### src/core/ptc_pkg.sv
// Constants for the pixel test and constant register bank
`default_nettype none
package ptc_pkg;
   localparam logic [7:0] A_PIXEL_MODE = 8'h00;
   localparam logic [7:0] A_COLOUR_PATH = 8'h04;
   localparam logic [7:0] A_FOG_CTRL = 8'h08;
   localparam logic [7:0] A_DIRECT_MODE = 8'h0C;
   localparam logic [7:0] A_INTR_CTRL = 8'h10;
   localparam logic [7:0] A_STIPPLE = 8'h14;
   localparam logic [7:0] A_COLOR_LOCAL = 8'h18;
   localparam logic [7:0] A_COLOR_OTHER = 8'h1C;
   localparam logic [7:0] A_FOG_RGB = 8'h20;
   localparam logic [7:0] A_DEPTH_ALPHA = 8'h24;
   localparam logic [7:0] A_KEY_LOWER = 8'h28;
   localparam logic [7:0] A_KEY_UPPER = 8'h2C;
   localparam logic [7:0] A_HOST_INTR = 8'h30;
   localparam logic [7:0] A_RT_BASE = 8'h34;
   localparam logic [7:0] A_RT_PITCH = 8'h38;
   localparam logic [7:0] A_AUX_BASE = 8'h3C;
   // Writable bit masks; reserved bits read as zero
   localparam logic [31:0] M_RGB = 32'h00FFFFFF;
   localparam logic [31:0] M_DEPTH_ALPHA = 32'hFF00FFFF;
   localparam logic [31:0] M_KEY_UPPER = 32'h1FFFFFFF;
   localparam logic [31:0] M_BASE = 32'h00FFFFF0;
   localparam logic [31:0] M_PITCH_LIN = 32'h0000BFFF;
   localparam logic [31:0] M_PITCH_TILE = 32'h0000807F;
   localparam logic [31:0] RST_VAL = 32'h00000000;
   // Pixel mode fields
   localparam int PM_KEY_EN = 1;
   localparam int PM_DEPTH_EN = 4;
   localparam int PM_FUNC_LO = 5;
   localparam int PM_RGB_WR = 9;
   localparam int PM_DEPTH_WR = 10;
   localparam int PM_BIAS_EN = 16;
   localparam int PM_CONST_SRC = 20;
   // Key range fields
   localparam int KR_MODE_LO = 24;
   localparam int KR_UNION = 27;
   localparam int KR_RANGE_EN = 28;
   // Interrupt control fields
   localparam int IC_USER_EN = 5;
   localparam int IC_USER_PEND = 11;
   localparam int IC_TAG_LO = 12;
   // Host interrupt command fields
   localparam int HI_NO_RAISE = 0;
   localparam int HI_WAIT = 1;
   localparam int HI_TAG_LO = 2;
   // Other fields
   localparam int PITCH_TILED = 15;
   localparam int DW_PIPE_EN = 8;
   localparam logic [3:0] DW_FMT_DEPTH = 4'hF;
   localparam int FOG_EN = 0;
   typedef enum logic [2:0] {
      DC_NEVER = 3'h0, DC_LT = 3'h1, DC_EQ = 3'h2, DC_LE = 3'h3,
      DC_GT = 3'h4, DC_NE = 3'h5, DC_GE = 3'h6, DC_ALWAYS = 3'h7
   } ptc_depth_code_t;
endpackage : ptc_pkg
`default_nettype wire

### src/core/ptc_regs.sv
// Pixel test and constant register bank with AHB-Lite slave
`default_nettype none
module ptc_regs #(
   parameter logic [1:0] CP_SEL_OTHER = 2'h1
) (
   input wire logic hclk,
   input wire logic hresetn,
   input wire logic hsel,
   input wire logic [31:0] haddr,
   input wire logic [1:0] htrans,
   input wire logic hwrite,
   input wire logic [2:0] hsize,
   input wire logic [31:0] hwdata,
   input wire logic hready,
   output logic [31:0] hrdata,
   output logic hreadyout,
   output logic hresp,
   input wire logic px_valid,
   input wire logic [15:0] px_depth_src,
   input wire logic [15:0] px_depth_dst,
   input wire logic [23:0] px_tex_rgb,
   output logic px_out_valid,
   output logic px_depth_pass,
   output logic px_rgb_write,
   output logic px_depth_write,
   output logic px_key_reject,
   output logic [15:0] px_depth_out,
   output logic [23:0] cc_local_rgb,
   output logic [7:0] ac_local_alpha,
   output logic cc_other_sel,
   output logic [23:0] cc_other_rgb,
   output logic ac_other_sel,
   output logic [7:0] ac_other_alpha,
   output logic [23:0] clear_fill_rgb,
   output logic [15:0] clear_fill_depth,
   output logic [7:0] const_alpha,
   input wire logic [3:0] dw_format,
   output logic dw_use_const_rgb,
   output logic [23:0] dw_const_rgb,
   output logic fog_enable,
   output logic [23:0] fog_rgb,
   output logic [31:0] stipple_value,
   output logic [23:0] rt_base,
   output logic [15:0] rt_pitch,
   output logic [23:0] aux_base,
   output logic user_irq_pending,
   output logic cmd_stall
);
   import ptc_pkg::*;

   logic [31:0] pixel_mode_r, colour_path_r, fog_ctrl_r, direct_mode_r;
   logic [31:0] intr_ctrl_r, stipple_r, color_local_r, color_other_r;
   logic [31:0] fog_rgb_r, depth_alpha_r, key_lower_r, key_upper_r;
   logic [31:0] rt_base_r, rt_pitch_r, aux_base_r;
   logic [7:0] wr_addr_r;
   logic wr_pend_r;
   logic stall_r;

   // Bus slave: zero wait states, always OKAY
   wire addr_ok = hsel && hready && htrans[1];
   wire wr_now = wr_pend_r;
   assign hreadyout = 1'b1;
   assign hresp = 1'b0;

   always_ff @(posedge hclk or negedge hresetn) begin
      if (!hresetn) begin
         wr_pend_r <= 1'b0;
         wr_addr_r <= 8'h00;
      end else if (hready) begin
         wr_pend_r <= addr_ok && hwrite;
         wr_addr_r <= haddr[7:0];
      end
   end

   function automatic logic [31:0] rd_mux(input logic [7:0] a);
      logic [31:0] v;
      v = 32'h00000000;
      if (a == A_PIXEL_MODE) begin
         v = pixel_mode_r;
      end else if (a == A_COLOUR_PATH) begin
         v = colour_path_r;
      end else if (a == A_FOG_CTRL) begin
         v = fog_ctrl_r;
      end else if (a == A_DIRECT_MODE) begin
         v = direct_mode_r;
      end else if (a == A_INTR_CTRL) begin
         v = intr_ctrl_r;
      end else if (a == A_STIPPLE) begin
         v = stipple_r;
      end else if (a == A_COLOR_LOCAL) begin
         v = color_local_r;
      end else if (a == A_COLOR_OTHER) begin
         v = color_other_r;
      end else if (a == A_FOG_RGB) begin
         v = fog_rgb_r;
      end else if (a == A_DEPTH_ALPHA) begin
         v = depth_alpha_r;
      end else if (a == A_KEY_LOWER) begin
         v = key_lower_r;
      end else if (a == A_KEY_UPPER) begin
         v = key_upper_r;
      end else if (a == A_RT_BASE) begin
         v = rt_base_r;
      end else if (a == A_RT_PITCH) begin
         v = rt_pitch_r;
      end else if (a == A_AUX_BASE) begin
         v = aux_base_r;
      end
      return v;
   endfunction : rd_mux

   // Read data registered at the address phase; write-only and unmapped read zero
   always_ff @(posedge hclk or negedge hresetn) begin
      if (!hresetn) begin
         hrdata <= RST_VAL;
      end else if (addr_ok && !hwrite) begin
         hrdata <= rd_mux(haddr[7:0]);
      end
   end

   // Plain configuration registers
   always_ff @(posedge hclk or negedge hresetn) begin
      if (!hresetn) begin
         pixel_mode_r <= RST_VAL;
         colour_path_r <= RST_VAL;
         fog_ctrl_r <= RST_VAL;
         direct_mode_r <= RST_VAL;
         stipple_r <= RST_VAL;
         color_local_r <= RST_VAL;
         color_other_r <= RST_VAL;
         fog_rgb_r <= RST_VAL;
         depth_alpha_r <= RST_VAL;
         key_lower_r <= RST_VAL;
         key_upper_r <= RST_VAL;
         rt_base_r <= RST_VAL;
         rt_pitch_r <= RST_VAL;
         aux_base_r <= RST_VAL;
      end else if (wr_now) begin
         if (wr_addr_r == A_PIXEL_MODE) begin
            pixel_mode_r <= hwdata;
         end else if (wr_addr_r == A_COLOUR_PATH) begin
            colour_path_r <= hwdata;
         end else if (wr_addr_r == A_FOG_CTRL) begin
            fog_ctrl_r <= hwdata;
         end else if (wr_addr_r == A_DIRECT_MODE) begin
            direct_mode_r <= hwdata;
         end else if (wr_addr_r == A_STIPPLE) begin
            stipple_r <= hwdata;
         end else if (wr_addr_r == A_COLOR_LOCAL) begin
            color_local_r <= hwdata;
         end else if (wr_addr_r == A_COLOR_OTHER) begin
            color_other_r <= hwdata;
         end else if (wr_addr_r == A_FOG_RGB) begin
            fog_rgb_r <= hwdata & M_RGB;
         end else if (wr_addr_r == A_DEPTH_ALPHA) begin
            depth_alpha_r <= hwdata & M_DEPTH_ALPHA;
         end else if (wr_addr_r == A_KEY_LOWER) begin
            key_lower_r <= hwdata & M_RGB;
         end else if (wr_addr_r == A_KEY_UPPER) begin
            key_upper_r <= hwdata & M_KEY_UPPER;
         end else if (wr_addr_r == A_RT_BASE) begin
            rt_base_r <= hwdata & M_BASE;
         end else if (wr_addr_r == A_AUX_BASE) begin
            aux_base_r <= hwdata & M_BASE;
         end else if (wr_addr_r == A_RT_PITCH) begin
            rt_pitch_r <= hwdata & (hwdata[PITCH_TILED] ? M_PITCH_TILE : M_PITCH_LIN);
         end
      end
   end

   // Host interrupt command; dropped when user interrupts are disabled
   wire cmd_wr = wr_now && (wr_addr_r == A_HOST_INTR);
   wire cmd_live = cmd_wr && intr_ctrl_r[IC_USER_EN];
   wire raise = cmd_live && !hwdata[HI_NO_RAISE];
   wire ic_wr = wr_now && (wr_addr_r == A_INTR_CTRL);

   always_ff @(posedge hclk or negedge hresetn) begin
      if (!hresetn) begin
         intr_ctrl_r <= RST_VAL;
      end else begin
         if (ic_wr) begin
            intr_ctrl_r <= hwdata;
         end
         if (cmd_live) begin
            intr_ctrl_r[IC_TAG_LO +: 8] <= hwdata[HI_TAG_LO +: 8];
         end
         // Set beats a simultaneous software clear
         if (raise) begin
            intr_ctrl_r[IC_USER_PEND] <= 1'b1;
         end
      end
   end

   // Stall holds until the pending bit drops; no stall if nothing pending
   wire pend_after = raise || intr_ctrl_r[IC_USER_PEND];
   always_ff @(posedge hclk or negedge hresetn) begin
      if (!hresetn) begin
         stall_r <= 1'b0;
      end else if (cmd_live && hwdata[HI_WAIT] && pend_after) begin
         stall_r <= 1'b1;
      end else if (!intr_ctrl_r[IC_USER_PEND]) begin
         stall_r <= 1'b0;
      end
   end
   assign cmd_stall = stall_r;
   assign user_irq_pending = intr_ctrl_r[IC_USER_PEND];

   // Pixel tests: key runs on post-texture colour, ahead of lighting and fog
   logic [15:0] biased, cmp_src;
   logic cmp_ok, depth_ok, key_hit;
   logic [2:0] in_rng, prohib;
   ptc_depth_code_t code;

   always_comb begin
      biased = pixel_mode_r[PM_BIAS_EN] ? 16'(px_depth_src + depth_alpha_r[15:0]) : px_depth_src;
      cmp_src = pixel_mode_r[PM_CONST_SRC] ? depth_alpha_r[15:0] : biased;
      code = ptc_depth_code_t'(pixel_mode_r[PM_FUNC_LO +: 3]);
      case (code)
         DC_NEVER: cmp_ok = 1'b0;
         DC_LT: cmp_ok = cmp_src < px_depth_dst;
         DC_EQ: cmp_ok = cmp_src == px_depth_dst;
         DC_LE: cmp_ok = cmp_src <= px_depth_dst;
         DC_GT: cmp_ok = cmp_src > px_depth_dst;
         DC_NE: cmp_ok = cmp_src != px_depth_dst;
         DC_GE: cmp_ok = cmp_src >= px_depth_dst;
         default: cmp_ok = 1'b1;
      endcase
      depth_ok = !pixel_mode_r[PM_DEPTH_EN] || cmp_ok;
   end

   genvar gi;
   generate
      for (gi = 0; gi < 3; gi++) begin : g_comp
         wire [7:0] c = px_tex_rgb[8*gi +: 8];
         // Inclusive on both limits; lower above upper is software's fault
         assign in_rng[gi] = (c >= key_lower_r[8*gi +: 8]) && (c <= key_upper_r[8*gi +: 8]);
         assign prohib[gi] = key_upper_r[KR_MODE_LO + gi] ? !in_rng[gi] : in_rng[gi];
      end
   endgenerate

   always_comb begin
      if (!pixel_mode_r[PM_KEY_EN]) begin
         key_hit = 1'b0;
      end else if (key_upper_r[KR_RANGE_EN]) begin
         key_hit = key_upper_r[KR_UNION] ? |prohib : &prohib;
      end else begin
         key_hit = px_tex_rgb == key_lower_r[23:0];
      end
   end

   always_ff @(posedge hclk or negedge hresetn) begin
      if (!hresetn) begin
         px_out_valid <= 1'b0;
         px_depth_pass <= 1'b0;
         px_rgb_write <= 1'b0;
         px_depth_write <= 1'b0;
         px_key_reject <= 1'b0;
         px_depth_out <= 16'h0000;
      end else begin
         px_out_valid <= px_valid;
         px_depth_pass <= px_valid && depth_ok;
         px_key_reject <= px_valid && key_hit;
         px_rgb_write <= px_valid && depth_ok && !key_hit && pixel_mode_r[PM_RGB_WR];
         px_depth_write <= px_valid && depth_ok && !key_hit && pixel_mode_r[PM_DEPTH_WR];
         px_depth_out <= biased;
      end
   end

   // Constant taps straight from the register flops
   assign cc_local_rgb = color_local_r[23:0];
   assign ac_local_alpha = color_local_r[31:24];
   assign cc_other_sel = colour_path_r[1:0] == CP_SEL_OTHER;
   assign ac_other_sel = colour_path_r[3:2] == CP_SEL_OTHER;
   assign cc_other_rgb = color_other_r[23:0];
   assign ac_other_alpha = color_other_r[31:24];
   assign clear_fill_rgb = color_other_r[23:0];
   assign clear_fill_depth = depth_alpha_r[15:0];
   assign const_alpha = depth_alpha_r[31:24];
   assign dw_use_const_rgb = (dw_format == DW_FMT_DEPTH) && direct_mode_r[DW_PIPE_EN];
   assign dw_const_rgb = color_other_r[23:0];
   assign fog_enable = fog_ctrl_r[FOG_EN];
   assign fog_rgb = fog_rgb_r[23:0];
   assign stipple_value = stipple_r;
   assign rt_base = rt_base_r[23:0];
   assign rt_pitch = rt_pitch_r[15:0];
   assign aux_base = aux_base_r[23:0];

   chk_write_gate: assert property (@(posedge hclk) disable iff (!hresetn)
      px_rgb_write |-> px_depth_pass && !px_key_reject)
      else $error("colour written without pass");
   chk_depth_gate: assert property (@(posedge hclk) disable iff (!hresetn)
      px_depth_write |-> px_depth_pass && $past(pixel_mode_r[PM_DEPTH_WR]))
      else $error("depth written without enable");
   chk_never_code: assert property (@(posedge hclk) disable iff (!hresetn)
      px_valid && pixel_mode_r[PM_DEPTH_EN] && code == DC_NEVER |=> !px_depth_pass)
      else $error("never code passed");
   chk_disabled_pass: assert property (@(posedge hclk) disable iff (!hresetn)
      px_valid && !pixel_mode_r[PM_DEPTH_EN] |=> px_depth_pass)
      else $error("disabled test failed pixel");
   chk_key_exact: assert property (@(posedge hclk) disable iff (!hresetn)
      px_valid && pixel_mode_r[PM_KEY_EN] && !key_upper_r[KR_RANGE_EN]
      && px_tex_rgb == key_lower_r[23:0] |=> px_key_reject && !px_rgb_write)
      else $error("key match not rejected");
   chk_raise_pend: assert property (@(posedge hclk) disable iff (!hresetn)
      raise |=> user_irq_pending)
      else $error("user interrupt not raised");
   // A stall already draining may still fall during a dropped write
   chk_drop_cmd: assert property (@(posedge hclk) disable iff (!hresetn)
      cmd_wr && !intr_ctrl_r[IC_USER_EN] && !ic_wr |=> $stable(intr_ctrl_r) && !$rose(cmd_stall))
      else $error("dropped command had effect");
   chk_stall_hold: assert property (@(posedge hclk) disable iff (!hresetn)
      cmd_stall && user_irq_pending |=> cmd_stall)
      else $error("stall released while pending");
   chk_stall_free: assert property (@(posedge hclk) disable iff (!hresetn)
      !user_irq_pending && !raise |=> !cmd_stall)
      else $error("stall without pending");
   chk_tag_copy: assert property (@(posedge hclk) disable iff (!hresetn)
      cmd_live |=> intr_ctrl_r[19:12] == $past(hwdata[9:2]))
      else $error("tag not copied");
   chk_base_low: assert property (@(posedge hclk) disable iff (!hresetn)
      rt_base_r[3:0] == 4'h0 && aux_base_r[3:0] == 4'h0)
      else $error("base low bits set");
   chk_pitch_tile: assert property (@(posedge hclk) disable iff (!hresetn)
      rt_pitch_r[PITCH_TILED] |-> rt_pitch_r[14:7] == 8'h00)
      else $error("tiled pitch reserved bits set");
   chk_always_code: assert property (@(posedge hclk) disable iff (!hresetn)
      px_valid && code == DC_ALWAYS |=> px_depth_pass)
      else $error("always code failed pixel");
   chk_rgb_off: assert property (@(posedge hclk) disable iff (!hresetn)
      px_valid && !pixel_mode_r[PM_RGB_WR] |=> !px_rgb_write)
      else $error("colour written while disabled");
   chk_depth_off: assert property (@(posedge hclk) disable iff (!hresetn)
      px_valid && !pixel_mode_r[PM_DEPTH_WR] |=> !px_depth_write)
      else $error("depth written while disabled");
   chk_reject_blocks: assert property (@(posedge hclk) disable iff (!hresetn)
      px_key_reject |-> !px_rgb_write && !px_depth_write)
      else $error("rejected pixel written");
   chk_key_off: assert property (@(posedge hclk) disable iff (!hresetn)
      px_valid && !pixel_mode_r[PM_KEY_EN] |=> !px_key_reject)
      else $error("key reject while disabled");
   chk_pend_hold: assert property (@(posedge hclk) disable iff (!hresetn)
      user_irq_pending && !ic_wr |=> user_irq_pending)
      else $error("pending dropped without clear");
   chk_local_write: assert property (@(posedge hclk) disable iff (!hresetn)
      wr_now && wr_addr_r == A_COLOR_LOCAL |=> color_local_r == $past(hwdata))
      else $error("local colour write lost");
   chk_reserved_zero: assert property (@(posedge hclk) disable iff (!hresetn)
      fog_rgb_r[31:24] == 8'h00 && depth_alpha_r[23:16] == 8'h00)
      else $error("reserved bits set");
endmodule : ptc_regs
`default_nettype wire

### config.mk
export PLATFORM = sky130hd
export DESIGN_NAME = ptc_regs
export DESIGN_NICKNAME = d
export VERILOG_FILES = /design/src/core/ptc_pkg.sv /design/src/core/ptc_regs.sv
export SDC_FILE = /design/constraint.sdc
export NUM_CORES = 1
export LEC_CHECK = 0
export BUFFER_PORTS_ARGS = -buffer_cell sky130_fd_sc_hd__buf_2
export CORE_ASPECT_RATIO = 0.7
export CORE_UTILIZATION = 30
export DETAILED_ROUTE_END_ITERATION = 8
export PLACE_DENSITY_LB_ADDON = 0.3
export SLEW_MARGIN = 10
export SYNTH_ARGS = -nofsm -noshare
export SYNTH_HDL_FRONTEND = slang
export SYNTH_SLANG_ARGS = --single-unit
### constraint.sdc
create_clock -name hclk -period 3.73 [get_ports hclk]
set_clock_uncertainty 0.15 [all_clocks]
set_input_delay 0.5595 -clock hclk [delete_from_list [all_inputs] [get_ports hclk]]
set_output_delay 0.5595 -clock hclk [all_outputs]
set_load 0.02 [all_outputs]
# --- After elaboration in Yosys (flattened, before gate mapping) ---
# Index checks and enable logic that the tools add are counted.
word_totals:
  regBits: 492
  elab_cells: 173
classes:
  magnitude_cmp: 10
  bitwise_logic: 14
  n_eq_ne: 42
  n_addsub: 1
  reduce_logical: 49
  mux: 30
op_table:
  columns: ["operator", "n"]
  rows:
  - ["$mux W32", 14]
  - ["$eq A8 B6 Y1 const B", 15]
  - ["$eq A8 B5 Y1 const B", 8]
  - ["$and A32 B16 Y32", 1]
  - ["$eq A8 B4 Y1 const B", 4]
  - ["$mux W16", 2]
  - ["$eq A24 B24 Y1", 1]
  - ["$ge A8 B8 Y1", 3]
  - ["$le A8 B8 Y1", 3]
  - ["$mux W24", 1]
  - ["$mux W20", 1]
  - ["$logic_and A1 B1 Y1", 19]
  - ["$add A16 B16 Y16", 1]
  - ["$eq A16 B16 Y1", 1]
  - ["$eq A8 B3 Y1 const B", 2]
  - ["$ge A16 B16 Y1", 1]
  - ["$gt A16 B16 Y1", 1]
  - ["$le A16 B16 Y1", 1]
  - ["$logic_not A8 Y1", 2]
  - ["$lt A16 B16 Y1", 1]
  - ["$ne A16 B16 Y1", 1]
  - ["$reduce_and A15 Y1", 1]
  - ["$mux W14", 1]
  - ["$reduce_and A14 Y1", 1]
  - ["other kinds (27)", 60]

# --- Logic depth before layout (Yosys ltp) ---
# Gate-level depths: netlist of the first run.
logic_depth:
  ltp_word: 16
  mapped_depth: 18
  ltp_nobuf: 18

# --- Worst setup path after synthesis of the first run ---
# No wires, ideal clock.
synth_timing:
  kind: "input -> register"
  startpoint: "input px_depth_src[0]"
  endpoint: "register px_rgb_write"
  setup_ns: 0.105
  setup_slack_ns: -0.446
  arrival_time_ns: 3.921
  path_stages: 18
  path_buffers: 0
  cell_sequence: "ha_1 fa_1 a21o_1 a21oi_1 o21bai_1 nand4_1 nand2_1 xnor2_1 mux2_2 mux2_2 ha_1 and4_1 a21oi_1 nand2_1 a221oi_1 a21o_1 a31oi_1 nor4b_1"
synth_via:
  elab_chain_len: 9
  elab_cells_between_ends: 14
  classes_between: "add/sub (1); order compare (4); eq/ne (2); mux (3); reduce/logical (4)"
synth_lines:
  columns: ["element", "line", "rtl"]
  rows:
  - ["from (decl)", "ptc_regs.sv:19", "input wire logic [15:0] px_depth_src,"]
  - ["$add A16 B16 Y16 *", "ptc_regs.sv:215", "biased = pixel_mode_r[PM_BIAS_EN] ? 16'(px_depth_src + depth_alpha_r[15:0]) : px_depth_src;"]
  - ["$mux W16 *", "ptc_regs.sv:215", null]
  - ["named net biased[10]", "ptc_regs.sv:209", "logic [15:0] biased, cmp_src;"]
  - ["$mux W16 *", "ptc_regs.sv:216", "cmp_src = pixel_mode_r[PM_CONST_SRC] ? depth_alpha_r[15:0] : biased;"]
  - ["$ge A16 B16 Y1, or another cell as far along", "ptc_regs.sv:225", "DC_GE: cmp_ok = cmp_src >= px_depth_dst;"]
  - ["$pmux W1 S7 *", "ptc_regs.sv:218", "case (code)"]
  - ["$logic_or A1 B1 Y1 *", "ptc_regs.sv:228", "depth_ok = !pixel_mode_r[PM_DEPTH_EN] || cmp_ok;"]
  - ["$logic_and A1 B1 Y1 * (3 in series)", "ptc_regs.sv:263", "px_rgb_write <= px_valid && depth_ok && !key_hit && pixel_mode_r[PM_RGB_WR];"]
  - ["to (signal assigned)", "ptc_regs.sv:263", null]
  - ["to (decl)", "ptc_regs.sv:24", "output logic px_rgb_write,"]
# The timed path passes the listed nets; every way through them passes the cells marked *.
# A chain may end at the register's enable or synchronous reset.

# --- Final worst setup path of the first run ---
layout_timing:
  startpoint: "register depth_alpha_r[0]"
  endpoint: "register px_depth_pass"
layout_via:
  elab_chain_len: 7
  elab_cells_between_ends: 12
  classes_between: "add/sub (1); order compare (4); eq/ne (2); mux (3); reduce/logical (2)"
layout_lines:
  columns: ["element", "line", "rtl"]
  rows:
  - ["from (decl)", "ptc_regs.sv:53", "logic [31:0] fog_rgb_r, depth_alpha_r, key_lower_r, key_upper_r;"]
  - ["from (signal assigned)", "ptc_regs.sv:156", "depth_alpha_r <= hwdata & M_DEPTH_ALPHA;"]
  - ["$add A16 B16 Y16 *", "ptc_regs.sv:215", null]
  - ["$mux W16 *", "ptc_regs.sv:215", null]
  - ["named net biased[12]", "ptc_regs.sv:209", null]
  - ["$mux W16 *", "ptc_regs.sv:216", null]
  - ["$ge A16 B16 Y1, or another cell as far along", "ptc_regs.sv:225", null]
  - ["$pmux W1 S7 *", "ptc_regs.sv:218", null]
  - ["$logic_or A1 B1 Y1 *", "ptc_regs.sv:228", null]
  - ["$logic_and A1 B1 Y1 *", "ptc_regs.sv:261", "px_depth_pass <= px_valid && depth_ok;"]
  - ["to (signal assigned)", "ptc_regs.sv:261", null]
  - ["to (decl)", "ptc_regs.sv:23", "output logic px_depth_pass,"]
# Marked as above.

==> out/summary.txt, run 1 <==
P_sw = 3.54 mW
Vias = 19,100
Mapped Cells = 2,053
sequential area share after synthesis = 49.8%
Ys Warns = 0
CTS Root Cell = clkbuf_16
worst min path class = in -> reg
CTS tree = done
Total GRT Usage = 24.3%
final setup vio count = 3
run status = finished with violations
GP Congestion = 0.933
Main synth FF type = dfrtp_1
Worst Setup EP = px_depth_pass
DRT iter0 DRCs = 1,644
H-tree Lvls = 2
Synth Register Bits = 475
PD cells = 431 nW/µm²
top cell type's share of synthesized area = 49.8%
reg2reg start = depth_alpha_r[0]
r2r worst-path depth = 18
Hold Slack = 0.0835 ns
Cell Int Power = 9.29 mW
layout cell share with drive strength beyond 1 = 45.1%
Syn Std Cell Area = 23,900 µm²
Critical Path RT = 4.07 ns
RSZ-0062 raised after global routing = yes
first-pass GRT wire length = 143,000 µm
drt pass-1 iters = 7
Startpoint Class = flop
Pleak = 14.5 nW
initial antenna violation count = 14
residual DRC count = 0
remaining global-route overflow = 0
die width = 339 µm
worst setup margin = -0.403 ns
total of max-cap violations = 0
Post-DP HPWL = 74,600 µm
CP startpoint = depth_alpha_r[0]
Routed Antenna Nets = 0
max-slew violation count = 0
Vias/cell = 5.31
EDFF count, synth = 0
CTS Buf Count = 51
vias in the first global route = 19,400
top cell type by total area after synthesis = dfrtp_1
Die Height = 238 µm
r2r endpoint = px_depth_pass
post-DR wirelength/cell = 27.6 µm
IO Pins = 452
Clock power frac = 42.0%
crit path max fanout = 3
dominant cells by area after synthesis = dfrtp_1 (50%), mux2_2 (20%), ha_1 (4.1%), a21oi_1 (2.2%), buf_4 (2.0%)
Switching Fraction = 27.6%
syn avg cell area = 11.6 µm²
Final Hold Fails = 0
core area = 78,800 µm²
Seq pwr share = 44.0%
port bufs = 412
failing checks = setup timing
row count = 86
Worst EP arrival = 4.47 ns
Crit. End Element = flop
setup tns final = -1.09 ns
Longest Clk Path Bufs = 3
Area Overhead vs Synth = 24.7%
Worst-Skew Late Latency = 0.62 ns
Initial Util = 30.3%
fin crit share = 111%
Max VDD drop = 336 µV
Clock transition at path regs = 0.06 ns
measured slew at the worst slew-check pin = 1.14 ns
f_max = 0.242 GHz
Comb power frac = 14.0%
die area = 80,700 µm²
Fill cells = 7,835
Nets = 2,724
Min-Delay Path Depth = 2
Setup Crit Path Kind = reg -> reg
Cell variety after synth = 72
Max-slew headroom = 23.4%
Routed WL = 99,600 µm
CTS sink count = 475
R2R setup slack = -0.40 ns
largest net degree at the start of global routing = 88
min Tclk post-route = 4.13 ns
async set-reset flop share out of synthesis = 100%
## layer usage
layer  vias up  part of all wire [%]  global-route usage, %  routed length (µm)
met1      9914                    46                   34.6               45700
met5         -                 0.092                      0                  92
met2       734                    43                   36.3               43000
met4        14                   2.5                   6.35                2500
met3       145                   8.3                   6.24                8240
li1       8337                     -                      -                   -
## how the worst min path moves through the flow
stage | start | end | slack (ns)
finish | px_valid | px_key_reject | 0.08
global route | px_valid | px_key_reject | 0.07
CTS | px_valid | px_key_reject | 0.04
detailed placement | hrdata[23] | hrdata[23] | 0.31
global placement | hrdata[15] | hrdata[15] | 0.31
floorplan | hresetn | aux_base_r[10] | 0.11
## final cells by class
cell class              instances  area (µm²)  share of cell area [%]
well taps                    1056        1320                    4.44
diodes                          4        10.0                  0.0336
clock inverters                16         220                   0.740
inverters                      80         300                    1.01
repair buffers                587        3530                    11.9
clock buffers                  75        1530                    5.14
multi-input cells            1314       11000                    36.8
flip-flops and latches        475       11900                    39.9
## power groups by stage
stage | Sequential [mW] | Combinational [mW] | Clock [mW]
CTS | 5.65 | 1.79 | 5.50
detailed placement | 5.74 | 1.76 | 0
floorplan | 5.88 | 0.738 | 0
finish | 5.65 | 1.79 | 5.39
global placement | 5.73 | 1.73 | 0
global route | 5.68 | 1.93 | 5.69
## synth_stat cells, drive strengths merged (32+ instances only)
library cell and instances:
dfrtp 475, mux2 425, nor2 118, a21oi 107, buf 99, nand2 97
clkbuf 94, inv 80, ha 79, o21ai 77, a22oi 35, o22ai 34
nand3 32
## registers in the layout (all words and copies together) (netlist names), 8 cells and up
signal / cells
pixel_mode_r: 32
aux_base_r: 20
wr_addr_r: 8
fog_ctrl_r: 32
hrdata: 32
color_other_r: 32
stipple_value: 32
color_local_r: 32
direct_mode_r: 32
rt_pitch_r: 15
intr_ctrl_r: 32
key_upper_r: 29
rt_base_r: 20
fog_rgb_r: 24
key_lower_r: 24
colour_path_r: 32
px_depth_out: 16
depth_alpha_r: 24
## cells by family (layout without fill, tap and decap cells)
group           after synthesis  in the layout  share of synthesized area [%]
buf+inv                     273            758                           5.53
mux                         452            452                           21.2
xor+xnor                     16             16                          0.587
compound gates              414            414                           11.5
fa+ha+maj                    80             80                           4.23
other cells                   2             15                         0.0315
simple gates                341            341                           7.18
flops                       475            475                           49.8
## cells in the final DEF (no fill, tap or decap), types with 35 or more instances in the layout
cell,instances
buf_4,161
clkbuf_16,53
buf_2,411
dfrtp_1,475
a21oi_1,102
inv_1,80
mux2_2,423
a22oi_1,35
nand2_1,96
nor2_1,98
o21ai_0,55
ha_1,73
## through the flow
step | power [mW] | setup slack [ns] | instances | area, µm² | utilization [%]
after floorplan | 6.62 | -0.180 | 2062 | 23900 | -
after global placement | 7.46 | -0.701 | 3509 | 27800 | 35.3
after detailed placement | 7.50 | -0.738 | 3509 | 27800 | 35.3
after CTS | 12.9 | -0.374 | 3603 | 29700 | 37.7
after global routing | 13.3 | -0.561 | 3604 | 29700 | 37.8
final | 12.8 | -0.403 | 3607 | 29800 | 37.8
## critical path, stage by stage, from the launching register on
cell	delay [ns]
dfrtp_1	0.41
ha_4	0.18
fa_2	0.34
a21o_1	0.17
a21oi_2	0.17
o21bai_2	0.10
nand4_1	0.14
a31oi_2	0.15
xor2_1	0.18
mux2_4	0.27
mux2_4	0.29
ha_4	0.26
and4_4	0.23
nand3_4	0.08
a221o_1	0.30
a21o_1	0.19
a31oi_4	0.25
buf_6	0.12
nor2_1	0.03
## repair_timing
item	4_1_cts	5_1_grt
hold buffers	2	0
resized for setup	21	4
endpoints found under the hold margin	78	0
pin swaps	11	4
setup buffers	1	0
endpoints found under the setup margin	3	3
(Power assumes the default switching activity.)
==> run 2, diff against run 1 <==
--- a/config.mk
+++ b/config.mk
@@ -6,6 +6,7 @@
 export NUM_CORES = 1
 export LEC_CHECK = 0
 export BUFFER_PORTS_ARGS = -buffer_cell sky130_fd_sc_hd__buf_2
+export CAP_MARGIN = 0
 export CORE_ASPECT_RATIO = 0.7
 export CORE_UTILIZATION = 30
 export DETAILED_ROUTE_END_ITERATION = 8
==> constraint.sdc (replaced) <==
create_clock -name hclk -period 3.95 [get_ports hclk]
set_clock_uncertainty 0.15 [all_clocks]
set_input_delay 0.5925 -clock hclk [delete_from_list [all_inputs] [get_ports hclk]]
set_output_delay 0.5925 -clock hclk [all_outputs]
set_load 0.02 [all_outputs]
==> out/summary.txt, run 2 (synthesized netlist as in run 1, its figures left out) <==
Vias/cell = 5.33
H-tree Lvls = 2
Critical Path RT = 4.32 ns
CTS Buf Count = 51
run status = finished with violations
row count = 86
critical path's slowest cell = dfrtp_1
largest net degree at the start of global routing = 89
Worst EP arrival = 4.50 ns
RSZ-0062 raised after global routing = yes
Hold Slack = 0.0735 ns
Longest Clk Path Bufs = 3
Routed Antenna Nets = 0
f_max = 0.242 GHz
Clock transition at path regs = 0.07 ns
most common cell after layout, fill and taps aside = dfrtp_1
area of all placed cells without fillers = 29,300 µm²
Crit. End Element = flop
r2r worst-path depth = 17
measured slew at the worst slew-check pin = 1.19 ns
r2r endpoint = px_rgb_write
initial antenna violation count = 13
Total GRT Usage = 24.3%
CTS tree = done
DRT iter0 DRCs = 1,680
remaining global-route overflow = 0
IO Pins = 452
Power Total = 11.8 mW
residual DRC count = 0
pre-CTS WS = -0.627 ns
max-slew violation count = 0
antenna diode count = 0
failing checks = setup timing
first-pass GRT wire length = 142,000 µm
Post-DP HPWL = 73,400 µm
crit-path max cell delay = 0.41 ns
die area = 80,700 µm²
CP startpoint = depth_alpha_r[0]
vias in the first global route = 19,200
dpl cell area = 27,500 µm²
Worst-Skew Late Latency = 0.62 ns
critical-path cell list = ha_4, fa_2, a21o_1, a21oi_2, o21bai_1, nand4_1, a31oi_2, xor2_1, mux2_4, mux2_4, ha_4, and4_4, nand3_4, a221o_1, nand3b_1, a31oi_4, nor4b_2
Worst Setup EP = px_rgb_write
worst setup margin = -0.174 ns
Die Height = 238 µm
GP Congestion = 0.913
CTS sink count = 475
Area Overhead vs Synth = 22.8%
PD cells = 404 nW/µm²
drt pass-1 iters = 7
Max VDD drop = 296 µV
Vias = 19,000
Initial Util = 30.3%
Routed WL = 99,400 µm
die width = 339 µm
crit path max fanout = 3
R2R setup slack = -0.17 ns
CTS Root Cell = clkbuf_16
post-DR wirelength/cell = 27.9 µm
port bufs = 412
Setup Crit Path Kind = reg -> reg
layout cell share with drive strength beyond 1 = 43.9%
reg2reg start = depth_alpha_r[0]
final setup vio count = 3
most frequent cells in the layout = dfrtp_1 (475), mux2_2 (422), buf_2 (411)
min Tclk post-route = 4.12 ns
worst min path class = in -> reg
fin crit share = 104%
Startpoint Class = flop
Final Hold Fails = 0
Max-slew headroom = 18.8%
Pleak = 14.3 nW
Nets = 2,688
core area = 78,800 µm²
total of max-cap violations = 0
==> run 2: changes by cell type in the layout (fill, tap and decap cells not counted), moves of 2 or more <==
cell / change
ha_4: -3
clkbuf_16: -2
buf_4: -34
bufinv_16: -3
ha_1: +3
diode_2: -4
clkinv_8: +2
a21oi_1: +3
a21oi_2: -3
clkinv_2: -2
clkbuf_1: +3
a31oi_2: +2
==> run 2: worst min-delay path by stage <==
stage / slack [ns] / depth (start not counted) / end / start
2_1_floorplan: 0.15 / 0 / aux_base_r[10] / hresetn
3_3_place_gp: 0.32 / 1 / hrdata[15] / hrdata[15]
3_5_place_dp: 0.31 / 2 / hrdata[23] / hrdata[23]
4_1_cts: 0.04 / 2 / px_depth_out[15] / px_depth_src[15]
5_1_grt: 0.07 / 2 / px_depth_out[15] / px_depth_src[15]
6_report: 0.07 / 2 / px_depth_out[15] / px_depth_src[15]
==> run 2: power by group <==
| part | internal [mW] | switching, mW | leakage, nW |
|---|---|---|---|
| clock | 2.75 | 2.09 | 0.800 |
| combinational | 0.625 | 1.02 | 7.39 |
| sequential | 5.13 | 0.220 | 6.08 |
| total | 8.50 | 3.33 | 14.3 |
==> run 2: repair_timing <==
action / CTS / global route
pin swaps: 5 / 0
resized for setup: 14 / 4
hold buffers: 2 / 0
setup buffers: 0 / 0
hold endpoints to repair: 68 / 0
setup endpoints to repair: 3 / 3
==> run 2: through the flow <==
stage / setup TNS, ns / instances / utilization [%]
2_1_floorplan: 0 / 2062 / -
5_1_grt: -0.848 / 3565 / 37.2
3_5_place_dp: -1.60 / 3474 / 35.0
4_1_cts: -0.353 / 3565 / 37.2
6_report: -0.399 / 3565 / 37.2
3_3_place_gp: -1.30 / 3474 / 35.0
==> run 2: layout make-up <==
cell class / instances / area [µm²]
clock buffer: 77 / 1500
tap: 1056 / 1320
clock inverter: 12 / 144
timing repair buffer: 551 / 3250
inverter: 80 / 300
multi-input combinational: 1314 / 10900
fill: 7766 / 49400
sequential: 475 / 11900
==> run 2: worst max-delay path: cells and delay by family, from the launching register on <==
kind / cells / cell delay, ns
multiplexers: 2 / 0.56
AND/OR/NAND/NOR: 5 / 0.90
flip-flops: 1 / 0.41
XOR/XNOR: 1 / 0.16
AO/OA/AOI/OAI: 6 / 1.00
adder cells (fa/ha/maj): 3 / 0.82
==> run 2: layer usage <==
| metal | global-route usage (%) | vias to the layer above | part of all wire [%] |
|---|---|---|---|
| li1 | - | 8272 | - |
| met4 | 6.35 | 18 | 2.5 |
| met1 | 34.2 | 9773 | 46 |
| met5 | 0 | - | 0.12 |
| met3 | 6.80 | 149 | 8.6 |
| met2 | 36.3 | 781 | 43 |
